### config.mk
export PLATFORM = sky130hd
export DESIGN_NAME = pbm_port_b
export DESIGN_NICKNAME = d
export VERILOG_FILES = /design/src/hdl/pbm_pkg.sv /design/src/hdl/pbm_port_b.sv /design/src/hdl/pbm_sync2.sv /design/src/hdl/pbm_pin_cell.sv
export SDC_FILE = /design/constraint.sdc
export NUM_CORES = 1
export LEC_CHECK = 0
export BUFFER_PORTS_ARGS = -buffer_cell sky130_fd_sc_hd__buf_2
export CAP_MARGIN = 40
export CORE_MARGIN = 5
export CORE_UTILIZATION = 40
export CTS_BUF_LIST = sky130_fd_sc_hd__clkbuf_8
export DETAILED_ROUTE_END_ITERATION = 10
export PLACE_DENSITY = 0.71
export SLEW_MARGIN = 25
export SYNTH_ARGS = -nofsm -noshare
export SYNTH_HDL_FRONTEND = slang
export SYNTH_SLANG_ARGS = --single-unit
### constraint.sdc
create_clock -name i_sys_clk -period 1.82 [get_ports i_sys_clk]
set_clock_uncertainty 0.2 [all_clocks]
set_input_delay 0.182 -clock i_sys_clk [delete_from_list [all_inputs] [get_ports i_sys_clk]]
set_output_delay 0.182 -clock i_sys_clk [all_outputs]
set_load 0.005 [all_outputs]
### src/hdl/pbm_pkg.sv
// shared constants for the port B pin override mux
package pbm_pkg;

  // port geometry
  localparam int PBM_WIDTH = 8;

  // reset values of the direction and output bits: all pins tri-stated
  localparam logic [7:0] PBM_DIR_RESET = 8'h00;
  localparam logic [7:0] PBM_OUT_RESET = 8'h00;

  // {dir, out, global pull-up off} code that switches the pull-up on
  localparam logic [2:0] PBM_PU_ON_CODE = 3'h2;

  // pin positions of the alternate functions on port B
  localparam int PBM_BIT_SS = 7;
  localparam int PBM_BIT_PLAIN = 6;
  localparam int PBM_BIT_SCK = 5;
  localparam int PBM_BIT_MISO = 4;
  localparam int PBM_BIT_MOSI = 3;
  localparam int PBM_BIT_TCLK = 2;
  localparam int PBM_BIT_T3OUT = 1;
  localparam int PBM_BIT_T3CAP = 0;

  // depth of the pin read synchroniser
  localparam int PBM_SYNC_STAGES = 2;

endpackage : pbm_pkg

### src/hdl/pbm_port_b.sv
// Function
// - pull-up override enable selects override value only
// - otherwise pull-up on when dir,out,off equal 010
// - driver enable from override value or direction bit
// - driven value from override or output bit
// - toggle override inverts the output bit
// - input enable override beats run/sleep state
// - raw input tapped before synchroniser, consumers synchronise
// - strobes per port, clock/sleep/pull-off shared
// - override pairs come from the owning peripheral
// - every port B bit is a pin-change source
// - SPI slave forces select pin to input
// - slave SPI overrides apply whatever the select pin level
// - forced-input SPI pins keep pull-up via output bit
// - SPI slave forces clock pin to input
// - SPI master forces master-in pin to input
// - SPI slave forces master-out pin to input
// - bits 2,1,0 carry timer clock, output, capture
// - direction one means output, zero input
// - sleep clamps inputs unless override keeps them
`timescale 1ns/1ns
module pbm_port_b
  import pbm_pkg::*;
#(
  parameter int WIDTH = PBM_WIDTH
) (
  input wire logic i_sys_clk,
  input wire logic i_rst_n,
  input wire logic i_dir_wr_en,
  input wire logic [WIDTH-1:0] i_dir_wr_data,
  input wire logic i_out_wr_en,
  input wire logic [WIDTH-1:0] i_out_wr_data,
  input wire logic i_toggle_wr_en,
  input wire logic [WIDTH-1:0] i_toggle_wr_data,
  input wire logic i_global_pullup_off,
  input wire logic i_sleep,
  input wire logic [WIDTH-1:0] i_toggle_override_en,
  input wire logic i_spi_en,
  input wire logic i_spi_master,
  input wire logic i_spi_sck_out,
  input wire logic i_spi_slave_out,
  input wire logic i_spi_master_out,
  input wire logic i_timer3_out_en,
  input wire logic i_timer3_mod_output,
  input wire logic i_pin_change_group_en,
  input wire logic [WIDTH-1:0] i_pin_change_mask,
  input wire logic [WIDTH-1:0] i_pad_in,
  output logic [WIDTH-1:0] o_pad_out,
  output logic [WIDTH-1:0] o_pad_oe_n,
  output logic [WIDTH-1:0] o_pad_pullup,
  output logic [WIDTH-1:0] o_pin_dir_bit,
  output logic [WIDTH-1:0] o_pin_out_bit,
  output logic [WIDTH-1:0] o_pin_state,
  output logic [WIDTH-1:0] o_pin_change_src,
  output logic o_spi_ss_in,
  output logic o_spi_sck_in,
  output logic o_spi_master_in,
  output logic o_spi_slave_in,
  output logic o_timer_ext_clock_in,
  output logic o_timer3_capture_in
);

  // direction and output bits of the port
  logic [WIDTH-1:0] dir_reg;
  logic [WIDTH-1:0] out_reg;
  logic [WIDTH-1:0] out_next;

  // override pairs per pin, as the peripherals would present them
  logic [WIDTH-1:0] pull_override_en;
  logic [WIDTH-1:0] pull_override_val;
  logic [WIDTH-1:0] dir_override_en;
  logic [WIDTH-1:0] dir_override_val;
  logic [WIDTH-1:0] value_override_en;
  logic [WIDTH-1:0] value_override_val;
  logic [WIDTH-1:0] input_en_override_en;
  logic [WIDTH-1:0] input_en_override_val;

  // resolved pad controls from the pin cells
  logic [WIDTH-1:0] pullup_c;
  logic [WIDTH-1:0] drive_en_c;
  logic [WIDTH-1:0] drive_val_c;
  logic [WIDTH-1:0] input_en_c;
  logic [WIDTH-1:0] alt_raw_input;

  // spi role decode
  logic spi_slave;
  logic spi_master;

  assign spi_slave = i_spi_en & !i_spi_master;
  assign spi_master = i_spi_en & i_spi_master;

  // direction bits: one write strobe serves the whole port
  always_ff @(posedge i_sys_clk or negedge i_rst_n) begin
    if (!i_rst_n) begin
      dir_reg <= PBM_DIR_RESET;
    end else if (i_dir_wr_en) begin
      dir_reg <= i_dir_wr_data;
    end
  end

  // output bits: write, then software toggle, then per-pin toggle override
  always_comb begin
    out_next = i_out_wr_en ? i_out_wr_data : out_reg;
    if (i_toggle_wr_en) begin
      out_next = out_next ^ i_toggle_wr_data;
    end
    out_next = out_next ^ i_toggle_override_en;
  end

  always_ff @(posedge i_sys_clk or negedge i_rst_n) begin
    if (!i_rst_n) begin
      out_reg <= PBM_OUT_RESET;
    end else begin
      out_reg <= out_next;
    end
  end

  // override pairs for port B; these are the terms the spi and timer own
  always_comb begin
    pull_override_en = '0;
    pull_override_val = '0;
    dir_override_en = '0;
    dir_override_val = '0;
    value_override_en = '0;
    value_override_val = '0;
    // select pin: slave forces input, pull-up still follows its output bit
    pull_override_en[PBM_BIT_SS] = spi_slave;
    pull_override_val[PBM_BIT_SS] = out_reg[PBM_BIT_SS] & !i_global_pullup_off;
    dir_override_en[PBM_BIT_SS] = spi_slave;
    // clock pin: slave input, master drives the spi clock when dir is one
    pull_override_en[PBM_BIT_SCK] = spi_slave;
    pull_override_val[PBM_BIT_SCK] = out_reg[PBM_BIT_SCK] & !i_global_pullup_off;
    dir_override_en[PBM_BIT_SCK] = spi_slave;
    value_override_en[PBM_BIT_SCK] = spi_master;
    value_override_val[PBM_BIT_SCK] = i_spi_sck_out;
    // master-in pin: master input, slave drives its data out
    pull_override_en[PBM_BIT_MISO] = spi_master;
    pull_override_val[PBM_BIT_MISO] = out_reg[PBM_BIT_MISO] & !i_global_pullup_off;
    dir_override_en[PBM_BIT_MISO] = spi_master;
    value_override_en[PBM_BIT_MISO] = spi_slave;
    value_override_val[PBM_BIT_MISO] = i_spi_slave_out;
    // master-out pin: slave input, master drives its data out
    pull_override_en[PBM_BIT_MOSI] = spi_slave;
    pull_override_val[PBM_BIT_MOSI] = out_reg[PBM_BIT_MOSI] & !i_global_pullup_off;
    dir_override_en[PBM_BIT_MOSI] = spi_slave;
    value_override_en[PBM_BIT_MOSI] = spi_master;
    value_override_val[PBM_BIT_MOSI] = i_spi_master_out;
    // timer3 modulator output, only seen when the direction bit is one
    value_override_en[PBM_BIT_T3OUT] = i_timer3_out_en;
    value_override_val[PBM_BIT_T3OUT] = i_timer3_mod_output;
  end

  // an enabled pin-change source keeps its input buffer awake in sleep
  assign input_en_override_en = i_pin_change_mask & {WIDTH{i_pin_change_group_en}};
  assign input_en_override_val = '1;

  // one resolver per pin; shared signals fan out, the rest are per pin
  genvar g;
  generate
    for (g = 0; g < WIDTH; g++) begin : g_pin
      pbm_pin_cell u_cell (
        .i_pin_dir_bit(dir_reg[g]),
        .i_pin_out_bit(out_reg[g]),
        .i_global_pullup_off(i_global_pullup_off),
        .i_sleep(i_sleep),
        .i_pull_override_en(pull_override_en[g]),
        .i_pull_override_val(pull_override_val[g]),
        .i_dir_override_en(dir_override_en[g]),
        .i_dir_override_val(dir_override_val[g]),
        .i_value_override_en(value_override_en[g]),
        .i_value_override_val(value_override_val[g]),
        .i_input_en_override_en(input_en_override_en[g]),
        .i_input_en_override_val(input_en_override_val[g]),
        .i_pad_in(i_pad_in[g]),
        .o_pullup(pullup_c[g]),
        .o_drive_en(drive_en_c[g]),
        .o_drive_val(drive_val_c[g]),
        .o_input_en(input_en_c[g]),
        .o_alt_raw_input(alt_raw_input[g])
      );
    end
  endgenerate

  // pad drive registered; reset leaves every pad tri-stated with no pull-up
  always_ff @(posedge i_sys_clk or negedge i_rst_n) begin
    if (!i_rst_n) begin
      o_pad_out <= '0;
      o_pad_oe_n <= '1;
      o_pad_pullup <= '0;
    end else begin
      o_pad_out <= drive_val_c;
      o_pad_oe_n <= ~drive_en_c;
      o_pad_pullup <= pullup_c & ~drive_en_c;
    end
  end

  // readback copies of the control bits
  always_ff @(posedge i_sys_clk or negedge i_rst_n) begin
    if (!i_rst_n) begin
      o_pin_dir_bit <= PBM_DIR_RESET;
      o_pin_out_bit <= PBM_OUT_RESET;
    end else begin
      o_pin_dir_bit <= dir_reg;
      o_pin_out_bit <= out_reg;
    end
  end

  // port read path: clamped pad level through two flops, costs two cycles
  pbm_sync2 #(
    .WIDTH(WIDTH)
  ) u_sync (
    .i_sys_clk(i_sys_clk),
    .i_rst_n(i_rst_n),
    .i_async(alt_raw_input),
    .o_sync(o_pin_state)
  );

  // raw taps stay unregistered: a flop here would clock an async level, and
  // the timer clock input must keep its edges; every consumer synchronises
  assign o_pin_change_src = alt_raw_input;
  assign o_spi_ss_in = alt_raw_input[PBM_BIT_SS];
  assign o_spi_sck_in = alt_raw_input[PBM_BIT_SCK];
  assign o_spi_master_in = alt_raw_input[PBM_BIT_MISO];
  assign o_spi_slave_in = alt_raw_input[PBM_BIT_MOSI];
  assign o_timer_ext_clock_in = alt_raw_input[PBM_BIT_TCLK];
  assign o_timer3_capture_in = alt_raw_input[PBM_BIT_T3CAP];

  // pull-up on a forced-input select pin follows its output bit
  property p_ss_pull_forced;
    @(posedge i_sys_clk) disable iff (!i_rst_n)
    spi_slave |=> (o_pad_pullup[PBM_BIT_SS] ==
                   ($past(out_reg[PBM_BIT_SS]) && !$past(i_global_pullup_off)));
  endproperty
  a_ss_pull_forced: assert property (p_ss_pull_forced)
    else $error("select pin pull-up ignores its output bit");

  // plain pull-up decode without any override
  property p_plain_pull;
    @(posedge i_sys_clk) disable iff (!i_rst_n)
    1'b1 |=> (o_pad_pullup[PBM_BIT_PLAIN] ==
              (!$past(dir_reg[PBM_BIT_PLAIN]) && $past(out_reg[PBM_BIT_PLAIN])
               && !$past(i_global_pullup_off)));
  endproperty
  a_plain_pull: assert property (p_plain_pull)
    else $error("plain pin pull-up decode wrong");

  // slave mode forces select pin to input whatever its direction bit
  property p_ss_input;
    @(posedge i_sys_clk) disable iff (!i_rst_n)
    spi_slave |=> o_pad_oe_n[PBM_BIT_SS];
  endproperty
  a_ss_input: assert property (p_ss_input)
    else $error("select pin driven in slave mode");

  // clock pin: input in slave mode, direction bit in master mode
  property p_sck_dir;
    @(posedge i_sys_clk) disable iff (!i_rst_n)
    spi_master |=> (o_pad_oe_n[PBM_BIT_SCK] == !$past(dir_reg[PBM_BIT_SCK]))
                   && (o_pad_out[PBM_BIT_SCK] == $past(i_spi_sck_out));
  endproperty
  a_sck_dir: assert property (p_sck_dir)
    else $error("master clock pin direction or value wrong");

  property p_sck_slave;
    @(posedge i_sys_clk) disable iff (!i_rst_n)
    spi_slave |=> o_pad_oe_n[PBM_BIT_SCK];
  endproperty
  a_sck_slave: assert property (p_sck_slave)
    else $error("clock pin driven in slave mode");

  // master-in pin forced to input as master
  property p_miso_master;
    @(posedge i_sys_clk) disable iff (!i_rst_n)
    spi_master |=> o_pad_oe_n[PBM_BIT_MISO];
  endproperty
  a_miso_master: assert property (p_miso_master)
    else $error("master-in pin driven in master mode");

  // master-out pin forced to input as slave
  property p_mosi_slave;
    @(posedge i_sys_clk) disable iff (!i_rst_n)
    spi_slave |=> o_pad_oe_n[PBM_BIT_MOSI];
  endproperty
  a_mosi_slave: assert property (p_mosi_slave)
    else $error("master-out pin driven in slave mode");

  // toggle override flips the output bit when no write competes
  property p_toggle;
    @(posedge i_sys_clk) disable iff (!i_rst_n)
    (!i_out_wr_en && !i_toggle_wr_en) |=>
      (out_reg == ($past(out_reg) ^ $past(i_toggle_override_en)));
  endproperty
  a_toggle: assert property (p_toggle)
    else $error("toggle override did not invert output bit");

  // sleeping pin without override reads low after the synchroniser
  property p_sleep_clamp;
    @(posedge i_sys_clk) disable iff (!i_rst_n)
    (i_sleep && !input_en_override_en[PBM_BIT_PLAIN]) [*3] |-> !o_pin_state[PBM_BIT_PLAIN];
  endproperty
  a_sleep_clamp: assert property (p_sleep_clamp)
    else $error("sleeping input not clamped");

  // timer3 modulator output reaches an output pin
  property p_t3_out;
    @(posedge i_sys_clk) disable iff (!i_rst_n)
    (i_timer3_out_en && dir_reg[PBM_BIT_T3OUT]) |=>
      (!o_pad_oe_n[PBM_BIT_T3OUT] && (o_pad_out[PBM_BIT_T3OUT] == $past(i_timer3_mod_output)));
  endproperty
  a_t3_out: assert property (p_t3_out)
    else $error("timer3 output not on its pin");

  // a driven select pad shows no pull-up, and drives only on its own bits outside slave mode
  property p_no_pull_driven;
    @(posedge i_sys_clk) disable iff (!i_rst_n)
    !o_pad_oe_n[PBM_BIT_SS] |->
      (!o_pad_pullup[PBM_BIT_SS] && $past(dir_reg[PBM_BIT_SS]) && !$past(spi_slave));
  endproperty
  a_no_pull_driven: assert property (p_no_pull_driven)
    else $error("select pad driven or pulled against its controls");

  // plain pin: direction bit picks the driver, output bit the value
  property p_plain_drive;
    @(posedge i_sys_clk) disable iff (!i_rst_n)
    1'b1 |=> (o_pad_oe_n[PBM_BIT_PLAIN] == !$past(dir_reg[PBM_BIT_PLAIN]))
             && (o_pad_out[PBM_BIT_PLAIN] == $past(out_reg[PBM_BIT_PLAIN]));
  endproperty
  a_plain_drive: assert property (p_plain_drive)
    else $error("plain pin drive does not follow its bits");

  // master-in pin as slave: direction bit decides, slave data drives it
  property p_miso_slave;
    @(posedge i_sys_clk) disable iff (!i_rst_n)
    spi_slave |=> (o_pad_oe_n[PBM_BIT_MISO] == !$past(dir_reg[PBM_BIT_MISO]))
                  && (o_pad_out[PBM_BIT_MISO] == $past(i_spi_slave_out));
  endproperty
  a_miso_slave: assert property (p_miso_slave)
    else $error("slave data pin direction or value wrong");

  // master-out pin as master: direction bit decides, master data drives it
  property p_mosi_master;
    @(posedge i_sys_clk) disable iff (!i_rst_n)
    spi_master |=> (o_pad_oe_n[PBM_BIT_MOSI] == !$past(dir_reg[PBM_BIT_MOSI]))
                   && (o_pad_out[PBM_BIT_MOSI] == $past(i_spi_master_out));
  endproperty
  a_mosi_master: assert property (p_mosi_master)
    else $error("master data pin direction or value wrong");

  // port read path lags the raw tap by exactly the two synchroniser flops
  property p_pin_sync;
    @(posedge i_sys_clk) disable iff (!i_rst_n)
    1'b1 |-> ##2 (o_pin_state == $past(alt_raw_input, 2));
  endproperty
  a_pin_sync: assert property (p_pin_sync)
    else $error("pin read path delay wrong");

endmodule : pbm_port_b

### src/hdl/pbm_sync2.sv
`timescale 1ns/1ns
// two flip-flop synchroniser, one per bit; the first stage feeds only the second
module pbm_sync2 #(
  parameter int WIDTH = 8
) (
  input wire logic i_sys_clk,
  input wire logic i_rst_n,
  input wire logic [WIDTH-1:0] i_async,
  output logic [WIDTH-1:0] o_sync
);

  logic [WIDTH-1:0] meta_reg;

  // metastability stage, read by nothing but the second stage
  always_ff @(posedge i_sys_clk or negedge i_rst_n) begin
    if (!i_rst_n) begin
      meta_reg <= '0;
      o_sync <= '0;
    end else begin
      meta_reg <= i_async;
      o_sync <= meta_reg;
    end
  end

endmodule : pbm_sync2

### src/hdl/pbm_pin_cell.sv
`timescale 1ns/1ns
// resolves the override pairs of one pin into pad controls
module pbm_pin_cell
  import pbm_pkg::*;
(
  input wire logic i_pin_dir_bit,
  input wire logic i_pin_out_bit,
  input wire logic i_global_pullup_off,
  input wire logic i_sleep,
  input wire logic i_pull_override_en,
  input wire logic i_pull_override_val,
  input wire logic i_dir_override_en,
  input wire logic i_dir_override_val,
  input wire logic i_value_override_en,
  input wire logic i_value_override_val,
  input wire logic i_input_en_override_en,
  input wire logic i_input_en_override_val,
  input wire logic i_pad_in,
  output logic o_pullup,
  output logic o_drive_en,
  output logic o_drive_val,
  output logic o_input_en,
  output logic o_alt_raw_input
);

  // pull-up: override wins outright, else only the input-with-one case
  always_comb begin
    if (i_pull_override_en) begin
      o_pullup = i_pull_override_val;
    end else begin
      o_pullup = ({i_pin_dir_bit, i_pin_out_bit, i_global_pullup_off} == PBM_PU_ON_CODE);
    end
  end

  // driver enable: a one in the direction bit means output
  assign o_drive_en = i_dir_override_en ? i_dir_override_val : i_pin_dir_bit;

  // driven value; meaningless while the driver is off
  assign o_drive_val = i_value_override_en ? i_value_override_val : i_pin_out_bit;

  // input enable follows the power state unless a peripheral keeps it alive
  assign o_input_en = i_input_en_override_en ? i_input_en_override_val : !i_sleep;

  // clamp low at the buffer, so a floating pad costs no current in sleep
  assign o_alt_raw_input = i_pad_in & o_input_en;

endmodule : pbm_pin_cell

==> results.md, run 1 <==
- Worst Tran Pin Value: 0.350 ns
- Post-CTS resize count: 0
- Crit start category: input pin
- FILL cells: 467
- Grt ovf: 0
- Layout cells sized above 1: 0.478
- Max layer used: met4
- Seq/Total Area, Yosys: 0.687
- Final #Nets: 395
- Vias after detailed routing: 1,835
- RSZ-0062 raised after global routing: no
- Total Die Area: 0.00790 mm^2
- Total power: 3.73 mW
- Critical path's slowest cell: dlygate4sd3_1
- Power Dens Cells: 983 mW/mm^2
- Max-cap violation count: 0
- Setup repair bufs after CTS: 0
- Worst-path fanout max: 3
- Commonest cells after routing, fill and taps aside: buf_2 (124), dfrtp_1 (60), dlygate4sd3_1 (50), nand2_1 (25), clkbuf_8 (10)
- Setup crit end: o_pin_change_src[2]
- Core Region: 0.00599 mm^2
- Slew Limit Fails: 0
- Peak supply drop: 0.000678 V
- Die width: 88.9 um
- Final setup vio count: 0
- DRC viols: 0
- Status: completed
- Register-to-Register Path Depth: 2
- Mapped Area: 0.00249 mm^2
- Crit path cell chain: dlygate4sd3_1 -> buf_2 -> a21boi_0 -> buf_2
- Req. time, crit path: 1.44 ns
- Total CTS buffers: 9
- TritonRoute pass-1 iters: 3
- Met2 WL: 3100 um
- Clock tree buffer depth: 2
- DRT iter0 DRCs: 36
- Synth warnings: 0
- CP startpoint: i_pad_in[2]
- H-Tree Depth: 3
- Crit Reg-Reg Startpoint: out_reg[1]
- P&R area growth vs syn: 52.4%
- Arr. time, crit path: 1.26 ns
- DR WL/cell: 14.5 um
- First-pass GRT wire length: 9380 um
- Crit-path max cell delay: 0.52 ns
- Largest net degree at the start of global routing: 69
- TritonCTS clock tree: yes
- Leakage: 2.01 nW
- CP most frequent cell: buf_2
- Commonest non-fill, non-tap cell in the layout: buf_2
- Routability-driven placement congestion ratio: 0.709
- Kind of critical path: in -> out
- Starting Density: 0.416
- Port Buf Inserts: 124
- Post-Synthesis Cells: 163
- Total track usage: 0.162
- Minimum clock period: 1.64 ns
- Clk slew on worst S/H paths: 0.07 ns
- Diode count: 0
- Die height: 88.9 um
- Hold Path Class: in -> reg
- Post-DRT Antenna Nets: 0
- Cell row count: 28
- Synth Net Count: 226
- Setup TNS: 0 ns
- Worst skew pair latency: 0.33 ns
- Synth Register Bits: 68
- Final hold vios: 0
- Initial antenna violation count: 0
- Flop-to-flop setup slack: 0.30 ns
- Yosys cell types: 17
- Reg2reg end: o_pad_out[1]
- F_max: 0.608 GHz
- Root Buffer: clkbuf_8
- Critical Path End Type: output port
- DR vias/cell: 4.45
- Fin crit share: 0.904
- Slew HR: 0.767
- CTS Sinks: 68
- Dpl hpwl: 3940 um
- Vias in the first global route: 2,000
- WL met3: 555 um
- Top-level port count: 125
- Total routed wirelength: 5970 um
- Mapped Avg Cell Area: 15.3 um^2
- Metal1 wirelength: 2190 um
## critical path: cells and delay by family
kind,cells,cell delay (ns)
buffers and inverters,3,0.79
AOI/OAI and AO/OA,1,0.29
## per-stage QoR
stage | cells | area [um^2] | utilization | hold slack (ns) | worst slack, ns
after detailed placement | 346 | 3110 | 0.519 | 0.0304 | 0.342
after global routing | 412 | 3790 | 0.633 | 0.0235 | 0.0653
final | 412 | 3790 | 0.633 | 0.0295 | 0.175
after global placement | 346 | 3110 | 0.519 | 0.0261 | 0.393
after CTS | 412 | 3790 | 0.633 | 0.0267 | 0.177
after floorplan | 163 | 2490 | - | -0.314 | 0.509
## per-layer routing
| metal | vias to the layer above | global-route usage |
|---|---|---|
| met5 | - | 0 |
| met4 | 0 | 0.0769 |
| met3 | 13 | 0.0498 |
| met2 | 77 | 0.285 |
| met1 | 883 | 0.179 |
| li1 | 862 | - |
## worst min path at each step
stage | startpoint | depth (start not counted) | slack [ns] | to
detailed placement | i_rst_n | 2 | 0.03 | o_pad_out[3]
CTS | i_dir_wr_en | 3 | 0.03 | dir_reg[0]
global placement | i_rst_n | 2 | 0.03 | o_pad_out[3]
finish | i_dir_wr_en | 3 | 0.03 | dir_reg[0]
floorplan | i_rst_n | 0 | -0.31 | dir_reg[0]
global route | i_dir_wr_en | 3 | 0.02 | dir_reg[0]
## what timing repair did
item	in CTS	in global routing
hold endpoints to repair	102	0
hold buffers	50	0
endpoints found under the setup margin	0	0
## logic make-up after synthesis
| family | after synthesis | synth area share |
|---|---|---|
| simple gates | 34 | 0.0623 |
| mux | 16 | 0.0844 |
| xor+xnor | 8 | 0.0724 |
| buf+inv | 21 | 0.0533 |
| flops | 68 | 0.687 |
| compound gates | 16 | 0.0402 |
## area by class of cell
class                      count  area, um^2  share of cell area
inverter                       4        15.0             0.00396
sequential                    68        1710               0.451
multi-input combinational     74         646               0.170
clock buffer                  10         138              0.0363
tap                           75        93.8              0.0247
timing repair buffer         175        1140               0.301
clock inverter                 6        50.0              0.0132
## power breakdown
part | total [mW] | internal (mW) | switching [mW]
logic | 0.707 | 0.445 | 0.262
clock network | 1.18 | 0.649 | 0.528
registers | 1.85 | 1.75 | 0.101
## Yosys cell counts, drive strengths merged
cell type	n	area [um^2]
buf	15	110
nand2b	5	31.3
nor3b	4	30.0
a21oi	4	20.0
clkbuf	2	7.51
inv	4	15.0
dfstp	8	210
dfrtp	60	1500
nand2	25	93.8
xnor3	8	180
o21ai	4	20.0
a21boi	8	60.1
mux2	16	210
Note: power is estimated with default switching activity, not from simulation.
==> inputs of run 2 (changes only) <==
--- a/config.mk
+++ b/config.mk
@@ -11,6 +11,7 @@
 export CORE_UTILIZATION = 40
 export CTS_BUF_LIST = sky130_fd_sc_hd__clkbuf_8
 export DETAILED_ROUTE_END_ITERATION = 10
+export HOLD_SLACK_MARGIN = 0.06
 export PLACE_DENSITY = 0.71
 export SLEW_MARGIN = 25
 export SYNTH_ARGS = -nofsm -noshare
==> results.md, run 2 (synthesis gave the netlist of run 1 again) <==
- Leakage: 2.05 nW (+2.1%)
- Critical path's slowest cell: dlygate4sd3_1
- Max-cap violation count: 0 (unchanged)
- Slew Limit Fails: 0 (unchanged)
- Crit start category: input pin
- Clock tree buffer depth: 2 (unchanged)
- Port Buf Inserts: 124 (unchanged)
- Fin crit share: 0.926 (+0.0224)
- Root Buffer: clkbuf_8
- Worst-path fanout max: 1 (-2)
- Minimum clock period: 1.69 ns (+0.0407 ns)
- Kind of critical path: in -> reg
- Crit Reg-Reg Startpoint: out_reg[1]
- Setup TNS: 0 ns (unchanged)
- Reg2reg end: o_pad_out[1]
- Starting Density: 0.416 (unchanged)
- RSZ-0062 raised after global routing: no
- Crit path cell chain: dlygate4sd3_1 -> buf_2 -> nand2_1 -> dlygate4sd3_1 -> xnor3_1
- Post-DRT Antenna Nets: 0 (unchanged)
- Power Dens Cells: 955 mW/mm^2 (-2.9%)
- Total power: 3.76 mW (+0.66%)
- Cell row count: 28 (unchanged)
- FF+latch area: 0.00171 mm^2 (unchanged)
- Dpl ws: 0.342 ns (unchanged)
- CP top delay family: buffers and inverters
- Worst Tran Pin Value: 0.349 ns (-0.000617 ns)
- Arr. time, crit path: 1.68 ns (+0.42 ns)
- Peak supply drop: 0.000673 V (-0.82%)
- First-pass GRT wire length: 9600 um (+2.4%)
- Total CTS buffers: 9 (unchanged)
- DRT iter0 DRCs: 48 (+33%)
- Setup crit end: out_reg[3]
- DR vias/cell: 4.43 (-0.55%)
- Largest net degree at the start of global routing: 69 (unchanged)
- Core Region: 0.00599 mm^2 (unchanged)
- F_max: 0.593 GHz (-2.4%)
- H-Tree Depth: 3 (unchanged)
- P&R area growth vs syn: 58.0%
- Register-to-Register Path Depth: 2 (unchanged)
- Hold Path Class: in -> reg
- Final WS setup: 0.135 ns (-0.0407 ns)
- Die width: 88.9 um (unchanged)
- Diode count: 0 (unchanged)
- Critical Path End Type: flip-flop
- Total track usage: 0.165 (+0.00291)
- Req. time, crit path: 1.82 ns (+0.38 ns)
- CTS Sinks: 68 (unchanged)
- Commonest cells after routing, fill and taps aside: buf_2 (124), dlygate4sd3_1 (64), dfrtp_1 (60), nand2_1 (25), clkbuf_8 (10)
- Layout cells sized above 1: 0.459 (-0.0191)
- CP bufs+invs: 3 (unchanged)
- Core Util, Final: 0.657 (+0.0234)
- Routability-driven placement congestion ratio: 0.709 (unchanged)
- Final setup vio count: 0 (unchanged)
- DRC viols: 0 (unchanged)
- Flop-to-flop setup slack: 0.28 ns (-0.02 ns)
- Crit-path max cell delay: 0.55 ns (+0.03 ns)
- Status: completed
- FILL cells: 457 (-2.1%)
- Initial antenna violation count: 0 (unchanged)
- Die height: 88.9 um (unchanged)
- TritonRoute pass-1 iters: 4 (+1)
- Top-level port count: 125 (unchanged)
- Vias after detailed routing: 1,887 (+2.8%)
- Area occupied by multi-input gates: 646 um^2 (unchanged)
- Commonest non-fill, non-tap cell in the layout: buf_2
- Worst skew pair latency: 0.33 ns (about the same)
- Dpl hpwl: 3940 um (unchanged)
- TritonCTS clock tree: yes
- Hold path start: i_out_wr_data[1]
- Grt ovf: 0 (unchanged)
- Total routed wirelength: 6140 um (+2.8%)
- Worst path depth: 5 (+1)
- Vias in the first global route: 2,059 (+2.9%)
- Final hold vios: 0 (unchanged)
- DR WL/cell: 14.4 um (-0.58%)
- CP most frequent cell: dlygate4sd3_1
- Final #Nets: 409 (+3.5%)
- Setup repair bufs after CTS: 0 (unchanged)
- Slew HR: 0.767 (about the same)
- CP startpoint: i_toggle_wr_data[3]
- Clk slew on worst S/H paths: 0.07 ns (about the same)
- Total Die Area: 0.00790 mm^2 (unchanged)
## run 2: cell count changes in the layout (fill, tap and decap cells not counted)
| cell | delta |
|---|---|
| dlygate4sd3_1 | +14 |
## run 2: how the worst min path moves through the flow
stage	cells past startpoint	endpoint
finish	3	out_reg[1]
global route	3	out_reg[0]
floorplan	0	dir_reg[0]
global placement	2	o_pad_out[3]
detailed placement	2	o_pad_out[3]
CTS	3	out_reg[1]
## run 2: worst register-to-register path, cell delays in order, from the launching register on
cell and delay, ns:
dfrtp_1 0.41, mux2_2 0.26, dlygate4sd3_1 0.55
## run 2: layer usage
metal  share of wire  wire length, um  track usage
met1            0.36             2210        0.180
met2            0.53             3270        0.298
met3           0.093              573       0.0507
met4           0.013               82       0.0659
met5               0                0            0
## run 2: per-stage QoR
step           area [um^2]  std cells  hold WS [ns]
3_5_place_dp          3110        346        0.0304
5_1_grt               3940        426        0.0752
2_1_floorplan         2490        163        -0.314
3_3_place_gp          3110        346        0.0261
4_1_cts               3940        426        0.0699
6_report              3940        426        0.0798
## run 2: repair_timing
action / CTS / global route
hold endpoints to repair: 108 / 0
gates resized for setup: 0 / 0
hold buffers: 64 / 0
## run 2: layout make-up
type                    count  share of cell area
flip-flops and latches     68               0.435
repair buffers            189               0.326
multi-input cells          74               0.164
clock buffers              10              0.0350
well taps                  75              0.0238
clock inverters             6              0.0127
inverters                   4             0.00382
## run 2: power breakdown
| group | switching [mW] | total (mW) | internal [mW] |
|---|---|---|---|
| clock network | 0.525 | 1.17 | 0.649 |
| logic | 0.265 | 0.730 | 0.465 |
| registers | 0.105 | 1.85 | 1.75 |
| total | 0.896 | 3.76 | 2.86 |
==> inputs of run 3 (changes only) <==
--- a/config.mk
+++ b/config.mk
@@ -13,6 +13,7 @@
 export DETAILED_ROUTE_END_ITERATION = 10
 export HOLD_SLACK_MARGIN = 0.06
 export PLACE_DENSITY = 0.71
+export SETUP_SLACK_MARGIN = 0.2
 export SLEW_MARGIN = 25
 export SYNTH_ARGS = -nofsm -noshare
 export SYNTH_HDL_FRONTEND = slang
==> results.md, run 3 (synthesis gave the netlist of run 1 again) <==
- Initial antenna violation count: 0 (unchanged)
- CP most frequent cell: dlygate4sd3_1
- Total track usage: 0.164 (-0.00137)
- Clk slew on worst S/H paths: 0.07 ns (about the same)
- FF+latch area: 0.00171 mm^2 (unchanged)
- Cell row count: 28 (unchanged)
- Root Buffer: clkbuf_8
- DRT iter0 DRCs: 35 (-27%)
- Setup TNS: 0 ns (unchanged)
- Status: completed
- Worst Tran Pin Value: 0.360 ns (+0.0110 ns)
- Leakage: 2.01 nW (-2.0%)
- P&R area growth vs syn: 52.8%
- Fin crit share: 0.883 (-0.0433)
- Layout cells sized above 1: 0.476 (+0.0176)
- DRC viols: 0 (unchanged)
- Minimum clock period: 1.61 ns (-0.0787 ns)
- Final setup vio count: 0 (unchanged)
- Crit Reg-Reg Startpoint: out_reg[1]
- Largest net degree at the start of global routing: 69 (unchanged)
- H-Tree Depth: 3 (unchanged)
- FILL cells: 467 (+2.2%)
- Worst path depth: 4 (-1)
- CP top delay family: buffers and inverters
- Max-cap violation count: 0 (unchanged)
- Final #Nets: 396 (-3.2%)
- Grt ovf: 0 (unchanged)
- Port Buf Inserts: 124 (unchanged)
- Setup crit end: o_pad_out[1]
- Critical path's slowest cell: dlygate4sd3_1
- Slew HR: 0.760 (-0.00731)
- Area occupied by multi-input gates: 646 um^2 (unchanged)
- Routability-driven placement congestion ratio: 0.709 (unchanged)
- Req. time, crit path: 1.84 ns (+0.02 ns)
- Final hold vios: 0 (unchanged)
- Commonest cells after routing, fill and taps aside: buf_2 (124), dfrtp_1 (60), dlygate4sd3_1 (51), nand2_1 (25), clkbuf_8 (10)
- Total CTS buffers: 9 (unchanged)
- TritonRoute pass-1 iters: 4 (unchanged)
- Worst skew pair latency: 0.33 ns (about the same)
- Post-DRT Antenna Nets: 0 (unchanged)
- Dpl hpwl: 3940 um (unchanged)
- RSZ-0062 raised after global routing: no
- Die width: 88.9 um (unchanged)
- Die height: 88.9 um (unchanged)
- Critical Path End Type: flip-flop
- Register-to-Register Path Depth: 2 (unchanged)
- CP bufs+invs: 3 (unchanged)
- F_max: 0.622 GHz (+4.9%)
- Slew Limit Fails: 0 (unchanged)
- Worst hold slack: 0.0703 ns (-0.00941 ns)
- Total Die Area: 0.00790 mm^2 (unchanged)
- Reg2reg end: o_pad_out[1]
- Crit start category: input pin
- DR WL/cell: 14.6 um (+1.1%)
- Peak supply drop: 0.000678 V (+0.84%)
- Starting Density: 0.416 (unchanged)
- CTS Sinks: 68 (unchanged)
- First-pass GRT wire length: 9480 um (-1.3%)
- CP startpoint: i_timer3_mod_output
- Crit-path max cell delay: 0.55 ns (about the same)
- Core Region: 0.00599 mm^2 (unchanged)
- Diode count: 0 (unchanged)
- Worst-path fanout max: 1 (unchanged)
- TritonCTS clock tree: yes
- Commonest non-fill, non-tap cell in the layout: buf_2
- Total power: 3.73 mW (-0.70%)
- Clock tree buffer depth: 2 (unchanged)
- Power Dens Cells: 980 mW/mm^2 (+2.7%)
- Crit path cell chain: dlygate4sd3_1 -> buf_2 -> mux2_2 -> dlygate4sd3_1
- Vias in the first global route: 2,035 (-1.2%)
- Arr. time, crit path: 1.62 ns (-0.06 ns)
- Hold Path Class: in -> reg
- Top-level port count: 125 (unchanged)
- Flop-to-flop setup slack: 0.30 ns (+0.02 ns)
- Vias after detailed routing: 1,842 (-2.4%)
- Total routed wirelength: 6010 um (-2.0%)
- DR vias/cell: 4.46 (+0.69%)
- Kind of critical path: in -> reg
## run 3: changes by cell type in the layout (fill, tap and decap cells not counted)
cell / change
dlygate4sd3_1: -13
a21boi_0: -2
a21boi_1: +2
## run 3: layout make-up
| cell class | instances | share of cell area |
|---|---|---|
| clock buffer | 10 | 0.0362 |
| clock inverter | 6 | 0.0132 |
| inverter | 4 | 0.00395 |
| multi-input combinational | 74 | 0.170 |
| sequential | 68 | 0.450 |
| tap | 75 | 0.0247 |
| timing repair buffer | 176 | 0.303 |
## run 3: report_power, final
group	total [mW]	switching, mW	leakage [nW]	internal [mW]
sequential	1.85	0.102	0.816	1.75
clock	1.17	0.523	0.111	0.649
combinational	0.709	0.262	1.08	0.447
total	3.73	0.887	2.01	2.84
## run 3: timing repair
item / in CTS / in global routing
hold buffers: 52 / 0
buffers inserted: 0 / 0
setup endpoints to repair: 0 / 6
gates resized for setup: 0 / 2
hold endpoints to repair: 108 / 0
## run 3: metrics by stage
step	std cells	setup WS [ns]	util	cell area, um^2
floorplan	163	0.509	-	2490
global placement	346	0.393	0.519	3110
detailed placement	346	0.342	0.519	3110
CTS	414	0.219	0.637	3810
global route	413	0.202	0.635	3800
finish	413	0.214	0.635	3800
## run 3: worst min path at each step
stage / from / endpoint / cells after the start
global route: i_out_wr_data[1] / out_reg[1] / 3
floorplan: i_rst_n / dir_reg[0] / 0
finish: i_dir_wr_en / dir_reg[7] / 2
detailed placement: i_rst_n / o_pad_out[3] / 2
global placement: i_rst_n / o_pad_out[3] / 2
CTS: i_out_wr_data[1] / out_reg[1] / 3
## run 3: routing by layer
metal	up-vias	GRT usage	share of wire	wire length, um
met3	11	0.0516	0.096	578
met5	-	0	0	0
li1	861	-	-	-
met1	896	0.182	0.36	2180
met2	74	0.288	0.52	3150
met4	0	0.0728	0.019	113
